--- src/hdl/spic_pkg.sv ---
/*
  Shared constants and types of the serial peripheral control block:
  register offsets, field positions, reset values, state codes.
  Assumes a 32-bit Avalon-MM register bus with byte addresses.
*/
package spic_pkg;

  ////////////////////////////////////////////////////////////////////////////
  // Register map (byte addresses)
  localparam logic [3:0]  ADDR_CTRL1  = 4'h0;
  localparam logic [3:0]  ADDR_CTRL2  = 4'h4;
  localparam logic [3:0]  ADDR_STATUS = 4'h8;
  localparam logic [3:0]  ADDR_DATA   = 4'hc;

  localparam logic [15:0] CTRL1_RESET = 16'h0000;
  localparam logic [15:0] CTRL1_MASK  = 16'h1fff;

  // Second control register fields
  localparam int          C2_ENABLE   = 0;
  localparam int          C2_FRAMED   = 15;

  // Status register fields
  localparam int          ST_RX_FULL  = 0;
  localparam int          ST_OVERRUN  = 1;
  localparam int          ST_BUSY     = 2;
  localparam int          ST_TX_FULL  = 3;
  localparam int          ST_TX_EMPTY = 4;

  ////////////////////////////////////////////////////////////////////////////
  // Data path sizes
  localparam int          WORD_BITS   = 16;
  localparam int          TXF_DEPTH   = 8;
  localparam logic [4:0]  BITS_WORD   = 5'h10;
  localparam logic [4:0]  BITS_BYTE   = 5'h08;

  ////////////////////////////////////////////////////////////////////////////
  // Layout of bits 12:0 of the first control register, MSB first
  typedef struct packed {
    logic       dis_clock_pin;
    logic       dis_data_pin;
    logic       word_width_select;
    logic       input_sample_phase;
    logic       out_edge_select;
    logic       select_pin_enable;
    logic       idle_level_select;
    logic       master_role_enable;
    logic [2:0] sec_prescale;
    logic [1:0] pri_prescale;
  } spic_cfg_type;

  typedef enum logic [2:0] {
    ST_IDLE  = 3'b001,
    ST_SHIFT = 3'b010,
    ST_DONE  = 3'b100
  } spic_state_type;

endpackage

--- src/hdl/spic_fifo.sv ---
/*
  Flip-flop FIFO with valid/ready on both sides.
  Assumes one clock; the drain side may stall for any time.
*/
module spic_fifo
  import spic_pkg::*;
#(
  parameter int WIDTH = 16,
  parameter int DEPTH = 8
)
(
  // Clock and reset
  input  wire logic             clk,
  input  wire logic             sys_rst,
  // Fill side
  input  wire logic             in_valid,
  output logic                  in_ready,
  input  wire logic [WIDTH-1:0] in_data,
  // Drain side
  output logic                  out_valid,
  input  wire logic             out_ready,
  output logic      [WIDTH-1:0] out_data
);

  localparam int AW = $clog2(DEPTH);

  logic [WIDTH-1:0] mem [DEPTH];
  logic [AW-1:0]    wr_ptr;
  logic [AW-1:0]    rd_ptr;
  logic [AW:0]      count;
  logic             push;
  logic             pop;

  assign in_ready  = (count != (AW+1)'(DEPTH));
  assign out_valid = (count != '0);
  assign out_data  = mem[rd_ptr];
  assign push      = in_valid && in_ready;
  assign pop       = out_valid && out_ready;

  always_ff @(posedge clk)
  begin
    if (push)
    begin
      mem[wr_ptr] <= in_data;
    end
  end

  always_ff @(posedge clk or posedge sys_rst)
  begin
    if (sys_rst)
    begin
      wr_ptr <= '0;
      rd_ptr <= '0;
      count  <= '0;
    end
    else
    begin
      if (push)
      begin
        wr_ptr <= (wr_ptr == AW'(DEPTH-1)) ? '0 : wr_ptr + 1'b1;
      end
      if (pop)
      begin
        rd_ptr <= (rd_ptr == AW'(DEPTH-1)) ? '0 : rd_ptr + 1'b1;
      end
      if (push && !pop)
      begin
        count <= count + 1'b1;
      end
      else if (pop && !push)
      begin
        count <= count - 1'b1;
      end
    end
  end

endmodule

--- src/hdl/spic_spi_control.sv ---
/*
  Serial peripheral controller with its configuration register, a transmit
  FIFO, a receive holding register and a master/slave shift engine.
  Assumes an Avalon-MM master on clk, and a peer whose serial clock is slow
  enough (at least four clk periods per half period) to be oversampled.
*/
// The placing of the registers and register access over Avalon-MM were decided locally.
module spic_spi_control
  import spic_pkg::*;
(
  // Clock and reset
  input  wire logic        clk,
  input  wire logic        sys_rst,
  // Avalon-MM slave
  input  wire logic [3:0]  address,
  input  wire logic        read,
  input  wire logic        write,
  input  wire logic [31:0] writedata,
  output logic      [31:0] readdata,
  output logic             waitrequest,
  // Serial link pins
  input  wire logic        sck_in,
  output logic             sck_out,
  output logic             sck_oe,
  output logic             sdo_out,
  output logic             sdo_oe,
  input  wire logic        sdi_in,
  input  wire logic        slave_select_pin_n
);

  ////////////////////////////////////////////////////////////////////////////
  // Registers and configuration
  logic [15:0]    spi_control_1;
  logic           spi_enable;
  logic           framed_operation_enable;
  logic           overrun;
  logic [15:0]    rx_data;
  logic           rx_full;
  logic           rd_ack;
  spic_cfg_type   cfg;
  spic_state_type state;

  assign cfg = spic_cfg_type'(spi_control_1[12:0]);

  logic       is_master;
  logic       edge_eff;
  logic [4:0] nbits;

  assign is_master = cfg.master_role_enable;
  assign edge_eff  = cfg.out_edge_select && !framed_operation_enable;
  assign nbits     = cfg.word_width_select ? BITS_WORD : BITS_BYTE;

  ////////////////////////////////////////////////////////////////////////////
  // Bus slave
  logic        wr_data;
  logic        rd_data;
  logic        txf_in_ready;
  logic        txf_out_valid;
  logic        txf_pop;
  logic [15:0] txf_out_data;
  logic        rx_push;

  assign wr_data = write && (address == ADDR_DATA);
  assign rd_data = rd_ack && (address == ADDR_DATA);
  // Full FIFO stalls the master instead of dropping the word
  assign waitrequest = (read && !rd_ack) || (wr_data && !txf_in_ready);

  always_ff @(posedge clk or posedge sys_rst)
  begin
    if (sys_rst)
    begin
      rd_ack   <= 1'b0;
      readdata <= 32'h0000_0000;
    end
    else
    begin
      rd_ack <= read && !rd_ack;
      if (read && !rd_ack)
      begin
        unique case (address)
          ADDR_CTRL1:  readdata <= {16'h0000, spi_control_1};
          ADDR_CTRL2:  readdata <= {16'h0000, framed_operation_enable, 14'h0000, spi_enable};
          ADDR_STATUS: readdata <= {27'h0000000, !txf_out_valid, !txf_in_ready,
                                    state != ST_IDLE, overrun, rx_full};
          ADDR_DATA:   readdata <= {16'h0000, rx_data};
          default:     readdata <= 32'h0000_0000;
        endcase
      end
    end
  end

  always_ff @(posedge clk or posedge sys_rst)
  begin
    if (sys_rst)
    begin
      spi_control_1           <= CTRL1_RESET;
      spi_enable              <= 1'b0;
      framed_operation_enable <= 1'b0;
    end
    else if (write && address == ADDR_CTRL1)
    begin
      spi_control_1 <= writedata[15:0] & CTRL1_MASK;
    end
    else if (write && address == ADDR_CTRL2)
    begin
      spi_enable              <= writedata[C2_ENABLE];
      framed_operation_enable <= writedata[C2_FRAMED];
    end
  end

  // Receive holding register; a new word wins over a same-cycle read
  always_ff @(posedge clk or posedge sys_rst)
  begin
    if (sys_rst)
    begin
      rx_full <= 1'b0;
      overrun <= 1'b0;
    end
    else
    begin
      if (rx_push)
      begin
        rx_full <= 1'b1;
      end
      else if (rd_data)
      begin
        rx_full <= 1'b0;
      end
      if (rx_push && rx_full && !rd_data)
      begin
        overrun <= 1'b1;
      end
      else if (write && address == ADDR_STATUS && writedata[ST_OVERRUN])
      begin
        overrun <= 1'b0;
      end
    end
  end

  spic_fifo #(
    .WIDTH (WORD_BITS),
    .DEPTH (TXF_DEPTH)
  ) u_tx_fifo (
    .clk       (clk),
    .sys_rst   (sys_rst),
    .in_valid  (wr_data),
    .in_ready  (txf_in_ready),
    .in_data   (writedata[15:0]),
    .out_valid (txf_out_valid),
    .out_ready (txf_pop),
    .out_data  (txf_out_data)
  );

  ////////////////////////////////////////////////////////////////////////////
  // Pin synchronisers: 0 clock, 1 data in, 2 select
  logic [2:0] pin_raw;
  logic [2:0] sync_a;
  logic [2:0] sync_b;
  logic       sck_prev;

  assign pin_raw = {slave_select_pin_n, sdi_in, sck_in};

  for (genvar i = 0; i < 3; i++)
  begin : g_sync
    always_ff @(posedge clk or posedge sys_rst)
    begin
      if (sys_rst)
      begin
        sync_a[i] <= 1'b1;
        sync_b[i] <= 1'b1;
      end
      else
      begin
        sync_a[i] <= pin_raw[i];
        sync_b[i] <= sync_a[i];
      end
    end
  end

  always_ff @(posedge clk or posedge sys_rst)
  begin
    if (sys_rst)
    begin
      sck_prev <= 1'b1;
    end
    else
    begin
      sck_prev <= sync_b[0];
    end
  end

  ////////////////////////////////////////////////////////////////////////////
  // Edge events
  logic [5:0] half_period;
  logic [5:0] hp_cnt;
  logic [5:0] edge_cnt;
  logic       sck_act;
  logic       tick;
  logic       m_lead;
  logic       m_trail;
  logic       s_lead;
  logic       s_trail;
  logic       selected;
  logic       lead;
  logic       trail;
  logic       chg_ev;
  logic       mid_ev;
  logic       end_step;
  logic [4:0] chg_cnt;
  logic [4:0] samp_cnt;
  logic       shift_now;
  logic       samp_now;

  // Half period in clk cycles; at 1 the serial clock runs at clk/2
  assign half_period = ({3'h0, cfg.sec_prescale} + 6'h01) * ({4'h0, cfg.pri_prescale} + 6'h01);
  assign tick        = (state == ST_SHIFT) && (hp_cnt == half_period - 6'h01);
  assign end_step    = tick && (edge_cnt == {nbits, 1'b0});
  assign m_lead      = tick && !end_step && !sck_act;
  assign m_trail     = tick && !end_step && sck_act;
  // Active level is the opposite of the idle level
  assign s_lead  = (sync_b[0] ^ cfg.idle_level_select) && !(sck_prev ^ cfg.idle_level_select);
  assign s_trail = !(sync_b[0] ^ cfg.idle_level_select) && (sck_prev ^ cfg.idle_level_select);
  // Without select use the pin is left to port logic
  assign selected = !(cfg.select_pin_enable && !framed_operation_enable) || !sync_b[2];

  assign lead      = is_master ? m_lead  : s_lead;
  assign trail     = is_master ? m_trail : s_trail;
  assign chg_ev    = edge_eff ? trail : lead;
  assign mid_ev    = edge_eff ? lead  : trail;
  assign shift_now = chg_ev && (edge_eff || chg_cnt != 5'h00);
  // Late sampling is a master option only
  assign samp_now  = (samp_cnt != nbits) &&
                     ((is_master && cfg.input_sample_phase) ? (shift_now || end_step) : mid_ev);

  ////////////////////////////////////////////////////////////////////////////
  // Shift engine
  logic [15:0] tx_sh;
  logic [15:0] rx_sh;
  logic        start;

  assign start   = (state == ST_IDLE) && spi_enable && (!is_master || txf_out_valid);
  assign txf_pop = start && txf_out_valid;
  assign rx_push = (state == ST_DONE);

  always_ff @(posedge clk or posedge sys_rst)
  begin
    if (sys_rst)
    begin
      state    <= ST_IDLE;
      hp_cnt   <= 6'h00;
      edge_cnt <= 6'h00;
      sck_act  <= 1'b0;
      chg_cnt  <= 5'h00;
      samp_cnt <= 5'h00;
      tx_sh    <= 16'h0000;
      rx_sh    <= 16'h0000;
      rx_data  <= 16'h0000;
    end
    else if (!spi_enable)
    begin
      state    <= ST_IDLE;
      sck_act  <= 1'b0;
      chg_cnt  <= 5'h00;
      samp_cnt <= 5'h00;
    end
    else
    begin
      unique case (state)
        ST_IDLE:
        begin
          hp_cnt   <= 6'h00;
          edge_cnt <= 6'h00;
          chg_cnt  <= 5'h00;
          samp_cnt <= 5'h00;
          if (start)
          begin
            // Byte data rides in the upper half so the MSB leads
            tx_sh <= !txf_out_valid ? 16'h0000 :
                     cfg.word_width_select ? txf_out_data : {txf_out_data[7:0], 8'h00};
            state <= ST_SHIFT;
          end
        end
        ST_SHIFT:
        begin
          if (!is_master && !selected)
          begin
            // Deselect aborts a partial word; loaded data is kept
            chg_cnt  <= 5'h00;
            samp_cnt <= 5'h00;
          end
          else
          begin
            if (is_master)
            begin
              hp_cnt <= tick ? 6'h00 : hp_cnt + 6'h01;
              if (tick && !end_step)
              begin
                sck_act  <= !sck_act;
                edge_cnt <= edge_cnt + 6'h01;
              end
            end
            if (samp_now)
            begin
              rx_sh    <= {rx_sh[14:0], sync_b[1]};
              samp_cnt <= samp_cnt + 5'h01;
            end
            if (chg_ev)
            begin
              chg_cnt <= chg_cnt + 5'h01;
            end
            if (shift_now)
            begin
              tx_sh <= {tx_sh[14:0], 1'b0};
            end
            if (is_master ? end_step : (samp_now && samp_cnt == nbits - 5'h01))
            begin
              state <= ST_DONE;
            end
          end
        end
        ST_DONE:
        begin
          rx_data <= cfg.word_width_select ? rx_sh : {8'h00, rx_sh[7:0]};
          state   <= ST_IDLE;
        end
      endcase
    end
  end

  ////////////////////////////////////////////////////////////////////////////
  // Pin drivers
  // Straight from the shift flops: an extra register would eat the slave's
  // margin at a four-cycle half period
  assign sck_out = cfg.idle_level_select ^ sck_act;
  assign sdo_out = tx_sh[15];

  always_ff @(posedge clk or posedge sys_rst)
  begin
    if (sys_rst)
    begin
      sck_oe  <= 1'b0;
      sdo_oe  <= 1'b0;
    end
    else
    begin
      sck_oe  <= spi_enable && is_master && !cfg.dis_clock_pin;
      sdo_oe  <= spi_enable && !cfg.dis_data_pin && (is_master || selected);
    end
  end

endmodule

--- config.mk ---
export PLATFORM = sky130hd
export DESIGN_NAME = spic_spi_control
export DESIGN_NICKNAME = d
export VERILOG_FILES = /design/src/hdl/spic_pkg.sv /design/src/hdl/spic_fifo.sv /design/src/hdl/spic_spi_control.sv
export SDC_FILE = /design/constraint.sdc
export NUM_CORES = 1
export LEC_CHECK = 0
export ABC_AREA = 1
export BUFFER_PORTS_ARGS = -buffer_cell sky130_fd_sc_hd__clkbuf_2
export CAP_MARGIN = 20
export CORE_MARGIN = 4
export CORE_UTILIZATION = 60
export CTS_BUF_LIST = sky130_fd_sc_hd__clkbuf_2 sky130_fd_sc_hd__clkbuf_4 sky130_fd_sc_hd__clkbuf_8
export DETAILED_ROUTE_END_ITERATION = 6
export PLACE_DENSITY = 0.77
export SLEW_MARGIN = 20
export SYNTH_ARGS = -nofsm -noshare
export SYNTH_HDL_FRONTEND = slang
export SYNTH_HIERARCHICAL = 1
export SYNTH_SLANG_ARGS = --single-unit
--- constraint.sdc ---
create_clock -name clk -period 7.6 [get_ports clk]
set_input_delay 1.52 -clock clk [delete_from_list [all_inputs] [get_ports clk]]
set_output_delay 1.52 -clock clk [all_outputs]
set_load 0.005 [all_outputs]
==> results of run 1 <==
stage by stage:
step,hold slack (ns),total power [mW],cells,util (%)
final,0.3532,4.234,1715,68.54
after global routing,0.3575,4.520,1715,68.54
after CTS,0.3546,4.245,1715,68.54
after detailed placement,0.3473,2.941,1639,63.88
after global placement,0.3456,2.889,1639,63.88
after floorplan,0.3452,2.640,1373,-
worst min-delay path by stage:
stage	startpoint	to	slack [ns]	depth (start not counted)
5_1_grt	sync_a[0]$_DFF_PP1_	sync_b[0]$_DFF_PP1_	0.36	0
2_1_floorplan	sync_a[0]$_DFF_PP1_	sync_b[0]$_DFF_PP1_	0.35	0
6_report	sync_a[2]$_DFF_PP1_	sync_b[2]$_DFF_PP1_	0.35	0
4_1_cts	sync_a[0]$_DFF_PP1_	sync_b[0]$_DFF_PP1_	0.35	0
3_5_place_dp	sync_a[1]$_DFF_PP1_	sync_b[1]$_DFF_PP1_	0.35	0
3_3_place_gp	sync_a[1]$_DFF_PP1_	sync_b[1]$_DFF_PP1_	0.35	0
cells in the mapped netlist (3+ instances only):
| master | count | share of area [%] |
|---|---|---|
| dfstp_2 | 8 | 1.7 |
| buf_2 | 16 | 0.66 |
| buf_4 | 23 | 1.4 |
| nor3_1 | 18 | 0.74 |
| nor2_1 | 175 | 5.4 |
| nand4_1 | 7 | 0.36 |
| nand3_1 | 51 | 2.1 |
| mux2_2 | 7 | 0.65 |
| mux2i_1 | 8 | 0.66 |
| or2_2 | 3 | 0.15 |
| o31ai_1 | 3 | 0.19 |
| a22oi_1 | 7 | 0.43 |
| ha_1 | 25 | 2.6 |
| inv_1 | 168 | 5.2 |
| a21oi_1 | 22 | 0.91 |
| xor2_1 | 9 | 0.65 |
| nand2_1 | 421 | 13 |
| xnor2_1 | 6 | 0.43 |
| dfrtp_1 | 119 | 24 |
| fa_1 | 4 | 0.66 |
| o21ai_0 | 70 | 2.9 |
| clkbuf_1 | 17 | 0.52 |
| o22ai_1 | 8 | 0.41 |
| inv_2 | 3 | 0.093 |
| o21ai_2 | 4 | 0.29 |
| edfxtp_1 | 128 | 32 |
worst register-to-register path, delay by kind of cell, from the launching register on:
| family | cells | cell delay, ns |
|---|---|---|
| fa+ha+maj | 4 | 1.73 |
| simple gates | 14 | 1.50 |
| flops | 1 | 0.48 |
| buf+inv | 2 | 0.26 |
| xor+xnor | 1 | 0.12 |
| compound gates | 1 | 0.05 |
cell type report:
type | instances | area [µm²] | share of cell area, %
clock buffers | 62 | 765.7 | 5.666
clock inverters | 14 | 152.6 | 1.130
inverters | 172 | 648.1 | 4.796
multi-input cells | 887 | 4248 | 31.43
flip-flops and latches | 255 | 7036 | 52.06
well taps | 265 | 331.6 | 2.453
repair buffers | 60 | 332.8 | 2.463
logic make-up after synthesis:
group,count (synthesis),share of synthesized area (%)
simple gates,687,22.68
compound gates,125,5.801
other cells,1,0.03083
buf+inv,231,8.064
flops,255,57.81
mux,15,1.306
xor+xnor,15,1.080
fa+ha+maj,29,3.230
metal layers:
layer	wire (µm)	track usage [%]	up-vias
met3	1903	3.943	58
met2	12680	39.63	320
li1	-	-	4411
met4	605	7.182	0
met1	11390	33.86	4275
met5	0	0	-
registers in the layout, summed over array words and instances, names as in the netlist, 6 cells and up:
name           cells
readdata          16
tx_sh             16
u_tx_fifo/mem    128
edge_cnt           6
spi_control_1     13
rx_data           16
rx_sh             16
hp_cnt             6
power by group:
group / leakage (nW) / internal, mW / switching (mW)
Clock: 0.485 / 0.753 / 0.539
Combinational: 3.05 / 0.427 / 0.837
Sequential: 2.82 / 1.56 / 0.119
Total: 6.35 / 2.74 / 1.50
cell usage in the layout (no fill, tap or decap), types with 6 or more instances in the layout:
| master | n |
|---|---|
| nand2_1 | 421 |
| nor2_1 | 175 |
| inv_1 | 166 |
| edfxtp_1 | 128 |
| dfrtp_1 | 118 |
| o21ai_0 | 70 |
| nand3_1 | 51 |
| clkbuf_8 | 48 |
| clkbuf_2 | 47 |
| ha_1 | 25 |
| a21oi_1 | 22 |
| conb_1 | 16 |
| clkbuf_4 | 14 |
| buf_4 | 13 |
| nor3_1 | 10 |
| nor3_2 | 9 |
| xor2_1 | 9 |
| o22ai_1 | 8 |
| mux2i_1 | 8 |
| dfstp_2 | 8 |
| nand4_1 | 7 |
| a22oi_1 | 7 |
| mux2_2 | 7 |
| xnor2_1 | 6 |
==> results by group, run 1 <==
Run status
  – Status: finished clean

Setup path
  – CP Data Required Time: 6.08 ns
  – Buf+Inv Stages, Crit Path: 4
  – Critical path origin: read
  – CP Launch Type: input port
  – CP Class: in -> out
  – Reg2reg end: rx_sh[14]$_DFFE_PP0P_
  – RR Startpoint: spi_control_1[2]$_DFFE_PP0P_
  – Flop-to-flop setup slack: 3.32 ns
  – Worst-path maximum fanout: 23
  – Worst Setup End Kind: output pin
  – Delay of the slowest critical-path stage: 0.62 ns
  – Setup crit end: waitrequest
  – Crit-path cells: clkbuf_2 -> inv_1 -> nor2_1 -> inv_1 -> o31ai_1 -> clkbuf_2
  – CP Depth: 6
  – Worst path arrival time: 3.18 ns
  – Top Family by Delay on Critical Path: buffers and inverters
  – CP max stage cell: nor2_1
  – R2r worst-path depth: 22

Final layout
  – Final Cell Area: around 14000 µm²
  – P&R area growth vs syn: 11.10%
  – Antenna Cells: 0
  – Nets@finish: 1490
  – Fillers: roughly 1500
  – Layout cells sized above 1: 12.07%

STA
  – Max Clock Skew: approximately 0.019 ns
  – Final worst-path setup slack: 2.901 ns
  – Final Cycle Share: between 60 and 70%
  – Slew @ Worst Pin: 1.047 ns
  – Final setup fails: 0
  – Max frequency: approximately 0.21 GHz
  – Period minus WS final: 4.699 ns
  – Final slew viol count: 0
  – Final Hold Fails: 0
  – Final TNS setup: 0 ns
  – RSZ-0062 raised after global routing: no
  – Max_slew headroom: 29.93%

Clock network
  – Insertion delay to the later sink of the worst-skew pair: 0.54 ns
  – Post-cts sizing count: 0
  – CTS Buffer Depth: 3
  – H-tree depth: 2
  – Total CTS buffers: 42
  – Clock transition at path regs: 0.06 ns
  – CTS root buffer: clkbuf_8
  – Clock Sinks: 255
  – # Post-CTS Setup Buffers: 0
  – TritonCTS clock tree: yes
  – CTS hold repair buffers: 0

Yosys
  – Dominant synthesized flop cell: edfxtp_1
  – Post-Synthesis Cell Area: 12160 µm²
  – Number of flops mapped to enable cells by yosys: 128
  – Gate Count Post-Synth: 1358
  – Async set-reset flop share out of synthesis: 49.80%
  – Sequential share of the synthesized area: around 58%
  – Syn Area/Cell: ~9.0 µm²
  – #FFs+latches synth: 255
  – Yosys warns: 6
  – Distinct cells, synth: between 40 and 50

Routing
  – Final wirelength: roughly 27000 µm
  – Via Count: a little over 9000
  – Post-DR wirelength/cell: around 15 µm
  – DR pass1 iterations: 7
  – Starting DRT DRC Count: 734
  – Number of routed nets with antenna violations: 0
  – # DRC: 0
  – Vias per cell: 5.285

Global route
  – Pin count of the biggest net entering global routing: 101
  – GRT Total Usage: roughly 24%
  – Vias in the first global route: slightly below 9000
  – First-pass GRT wire length: roughly 43000 µm
  – Grt ovf: 0
  – Initial antenna violation count: 0

Placed design
  – Post-placement cell area: 12600 µm²
  – Global placer's final weighted congestion: between 0.8 and 0.9
  – IO buf count: 47
  – Detailed-placement wirelength estimate: approximately 17000 µm
  – Pre-CTS setup slack: 2.954 ns

Power and ir drop
  – Peak VDD IR: around 0.00025 V
  – Pleak: 6.354 nW
  – Pwr Density: ~310 nW/µm²

Die
  – Number of I/O pins: 80
  – Initial Utilization: between 60 and 70%
  – Core Region: 19720 µm²
  – Cell Rows: 51
  – Die X: 150.4 µm
  – Die Y: 150.4 µm
  – Full die area: 22620 µm²

Hold path
  – Min-delay worst type: reg -> reg

Job
  – Max Cap Viol: 0
Note: power is estimated with default switching activity, not from simulation.
==> run 2: changes to the inputs <==
- clock period: 7.6 -> 4.66 ns (I/O delays scaled with it)
==> run 2 against run 1 <==
The run now ends with DRC left; cell area is the same; wire length shrank 3.6%; core utilization is the same; non-clock buffer count grew 6; sequential power grew 62%; sequential share of layout area is the same; sequential cell count is the same.
==> results by group, run 2 (synthesis gave the netlist of run 1 again) <==
Die
  – Die X: 150.4 µm (unchanged)
  – Initial Utilization: 61.69% (unchanged)
  – Core Region: 19720 µm² (unchanged)
  – Number of I/O pins: 80 (unchanged)
  – Cell Rows: 51 (unchanged)
  – Full die area: 22620 µm² (unchanged)
  – Die Y: 150.4 µm (unchanged)

Hold path
  – Min-delay worst type: reg -> reg
  – Hold Path Origin: sync_a[0]$_DFF_PP1_

Routing
  – DR pass1 iterations: 7 (unchanged)
  – Number of routed nets with antenna violations: 0 (unchanged)
  – Post-DR wirelength/cell: 14.89 µm (-3.9%)
  – Starting DRT DRC Count: 541 (-26%)
  – # DRC: 1 (+1)
  – Vias per cell: 5.207 (-1.5%)
  – Via Count: 8962 (-1.1%)
  – Final wirelength: 25620 µm (-3.6%)

Setup path
  – Delay of the slowest critical-path stage: 0.55 ns (-0.07 ns)
  – CP dominant cell by count: nand2_1
  – CP max stage cell: fa_1
  – Top Family by Delay on Critical Path: adder cells
  – CP Launch Type: flop
  – Worst-path maximum fanout: 25 (+8.7%)
  – Buf+Inv Stages, Crit Path: 3 (-1)
  – CP Data Required Time: 5.08 ns (-1.00 ns)
  – RR Startpoint: spi_control_1[3]$_DFFE_PP0P_
  – Critical path origin: spi_control_1[3]$_DFFE_PP0P_
  – Worst path arrival time: 4.71 ns (+1.53 ns)
  – Crit-path cells: ha_1 -> nand2_1 -> ha_1 -> fa_1 -> inv_1 -> fa_1 -> xnor2_1 -> nand2_1 -> nor2_1 -> nand3_1 -> nor2_2 -> nand2_1 -> nor2_1 -> inv_2 -> nand2_1 -> nand2_1 -> nand2_2 -> nand2_4 -> nor2_8 -> inv_2 -> nand2_1 -> o21ai_2
  – Worst Setup End Kind: flop
  – CP Class: reg -> reg

Placed design
  – Global placer's final weighted congestion: 0.8862 (+4.7%)
  – Detailed-placement wirelength estimate: 16990 µm (+1.8%)
  – IO buf count: 47 (unchanged)
  – Post-placement cell area: 12630 µm² (+0.30%)
  – Pre-CTS setup slack: 0.3986 ns (-2.556 ns)

Power and ir drop
  – Pwr Density: 499.2 nW/µm² (+59%)
  – Clock power share: 28.8% (-1.7 points)
  – Peak VDD IR: 0.0003531 V (+41%)
  – Pleak: 6.358 nW (about the same)
  – Internal Power: 4.348 mW (+59%)
  – Reg power frac: 40.3% (+0.7 points)
  – Net Sw Power: 2.397 mW (+60%)
  – Switching Fraction: 35.54% (+0.20 points)
  – Total Power: 6.746 mW (+59%)
  – Comb pwr share: 30.9% (+1.0 points)

Global route
  – Pin count of the biggest net entering global routing: 114 (+13%)
  – Grt ovf: 0 (unchanged)
  – Vias in the first global route: 8631 (-1.0%)
  – Initial antenna violation count: 0 (unchanged)
  – First-pass GRT wire length: 41920 µm (-2.9%)
  – GRT Total Usage: 23.33% (-0.92 points)

Clock network
  – CTS Buffer Depth: 3 (unchanged)
  – Clock Sinks: 255 (unchanged)
  – Post-cts sizing count: 0 (unchanged)
  – CTS hold repair buffers: 0 (unchanged)
  – CTS root buffer: clkbuf_8
  – TritonCTS clock tree: yes
  – Clock transition at path regs: 0.06 ns (about the same)
  – Total CTS buffers: 42 (unchanged)
  – Insertion delay to the later sink of the worst-skew pair: 0.53 ns (about the same)
  – H-tree depth: 2 (unchanged)
  – # Post-CTS Setup Buffers: 0 (unchanged)

Final layout
  – Final Cell Area: 13510 µm² (unchanged)
  – Biggest register: u_tx_fifo/mem
  – Multi-input logic area: 4248 µm² (unchanged)
  – P&R area growth vs syn: 11.10% (unchanged)
  – Most frequent cells in the layout: 421 x nand2_1, 175 x nor2_1, 167 x inv_1
  – Sequential cell area: 7036 µm² (unchanged)
  – Layout cells sized above 1: 12.36% (+0.29 points)
  – Fillers: 1489 (unchanged)
  – Fin util: 68.54% (unchanged)
  – Nets@finish: 1496 (+0.40%)
  – Antenna Cells: 0 (unchanged)
  – Max reg flops: 128 (unchanged)
  – Commonest non-fill, non-tap cell in the layout: nand2_1

STA
  – Final TNS setup: 0 ns (unchanged)
  – RSZ-0062 raised after global routing: no
  – Final worst-path setup slack: 0.3749 ns (-2.527 ns)
  – Max_slew headroom: 31.90% (+2.0 points)
  – Final setup fails: 0 (unchanged)
  – Final Cycle Share: about nine tenths
  – Final slew viol count: 0 (unchanged)
  – Max Clock Skew: 0.01779 ns (-0.001623 ns)
  – Max frequency: 0.2334 GHz
  – Final Hold Fails: 0 (unchanged)
  – Period minus WS final: 4.285 ns
  – Slew @ Worst Pin: 1.018 ns (-0.02944 ns)

Run status
  – Status: complete, but fails checks
  – Failing checks: DRC

Job
  – Max Cap Viol: 0 (unchanged)
## run 2: cell types whose count changed in the layout (fill, tap and decap cells not counted), moves of 2 or more
cell       before  now
clkbuf_8       48   50
clkinv_2        4    7
buf_4          13   18
bufinv_16       3    0
## run 2: path summary, 6_finish.rpt
kind | to | slack (ns) | cells after the start
hold / removal | sync_b[0]$_DFF_PP1_ | 0.36 | 0
setup / recovery | rx_sh[1]$_DFFE_PP0P_ | 0.37 | 22
setup reg to reg | rx_sh[1]$_DFFE_PP0P_ | 0.37 | 22
min in group asynchronous | u_tx_fifo/count[2]$_DFFE_PP0P_ | 0.42 | 2
max in group asynchronous | hp_cnt[1]$_DFFE_PP0P_ | 3.36 | 3
hold reg to reg | sync_b[0]$_DFF_PP1_ | 0.36 | 0
## run 2: metal layers
layer | up-vias | GRT usage [%] | part of all wire [%]
li1 | 4427 | - | -
met1 | 4248 | 32.66 | 45
met2 | 244 | 37.52 | 47
met3 | 43 | 4.636 | 6.8
met4 | 0 | 6.725 | 2.0
met5 | - | 0 | 0
## run 2: layout make-up
class | count | share of cell area (%)
tap | 265 | 2.453
sequential | 255 | 52.06
clock inverter | 13 | 0.4814
inverter | 172 | 4.814
clock buffer | 63 | 5.814
multi-input combinational | 887 | 31.43
timing repair buffer | 66 | 2.944
## run 2: power groups by stage
stage               Clock (mW)  Sequential (mW)  Combinational, mW
CTS                       1.97             2.81               1.97
finish                    1.94             2.72               2.09
detailed placement           0             2.85               1.96
global route              2.08             2.75               2.41
floorplan                    0             2.67               1.63
global placement             0             2.84               1.88
## run 2: through the flow
step           hold WS [ns]  cells
3_5_place_dp         0.3478   1644
2_1_floorplan        0.3452   1373
5_1_grt              0.3581   1721
6_report             0.3555   1721
4_1_cts              0.3560   1720
3_3_place_gp         0.3461   1644
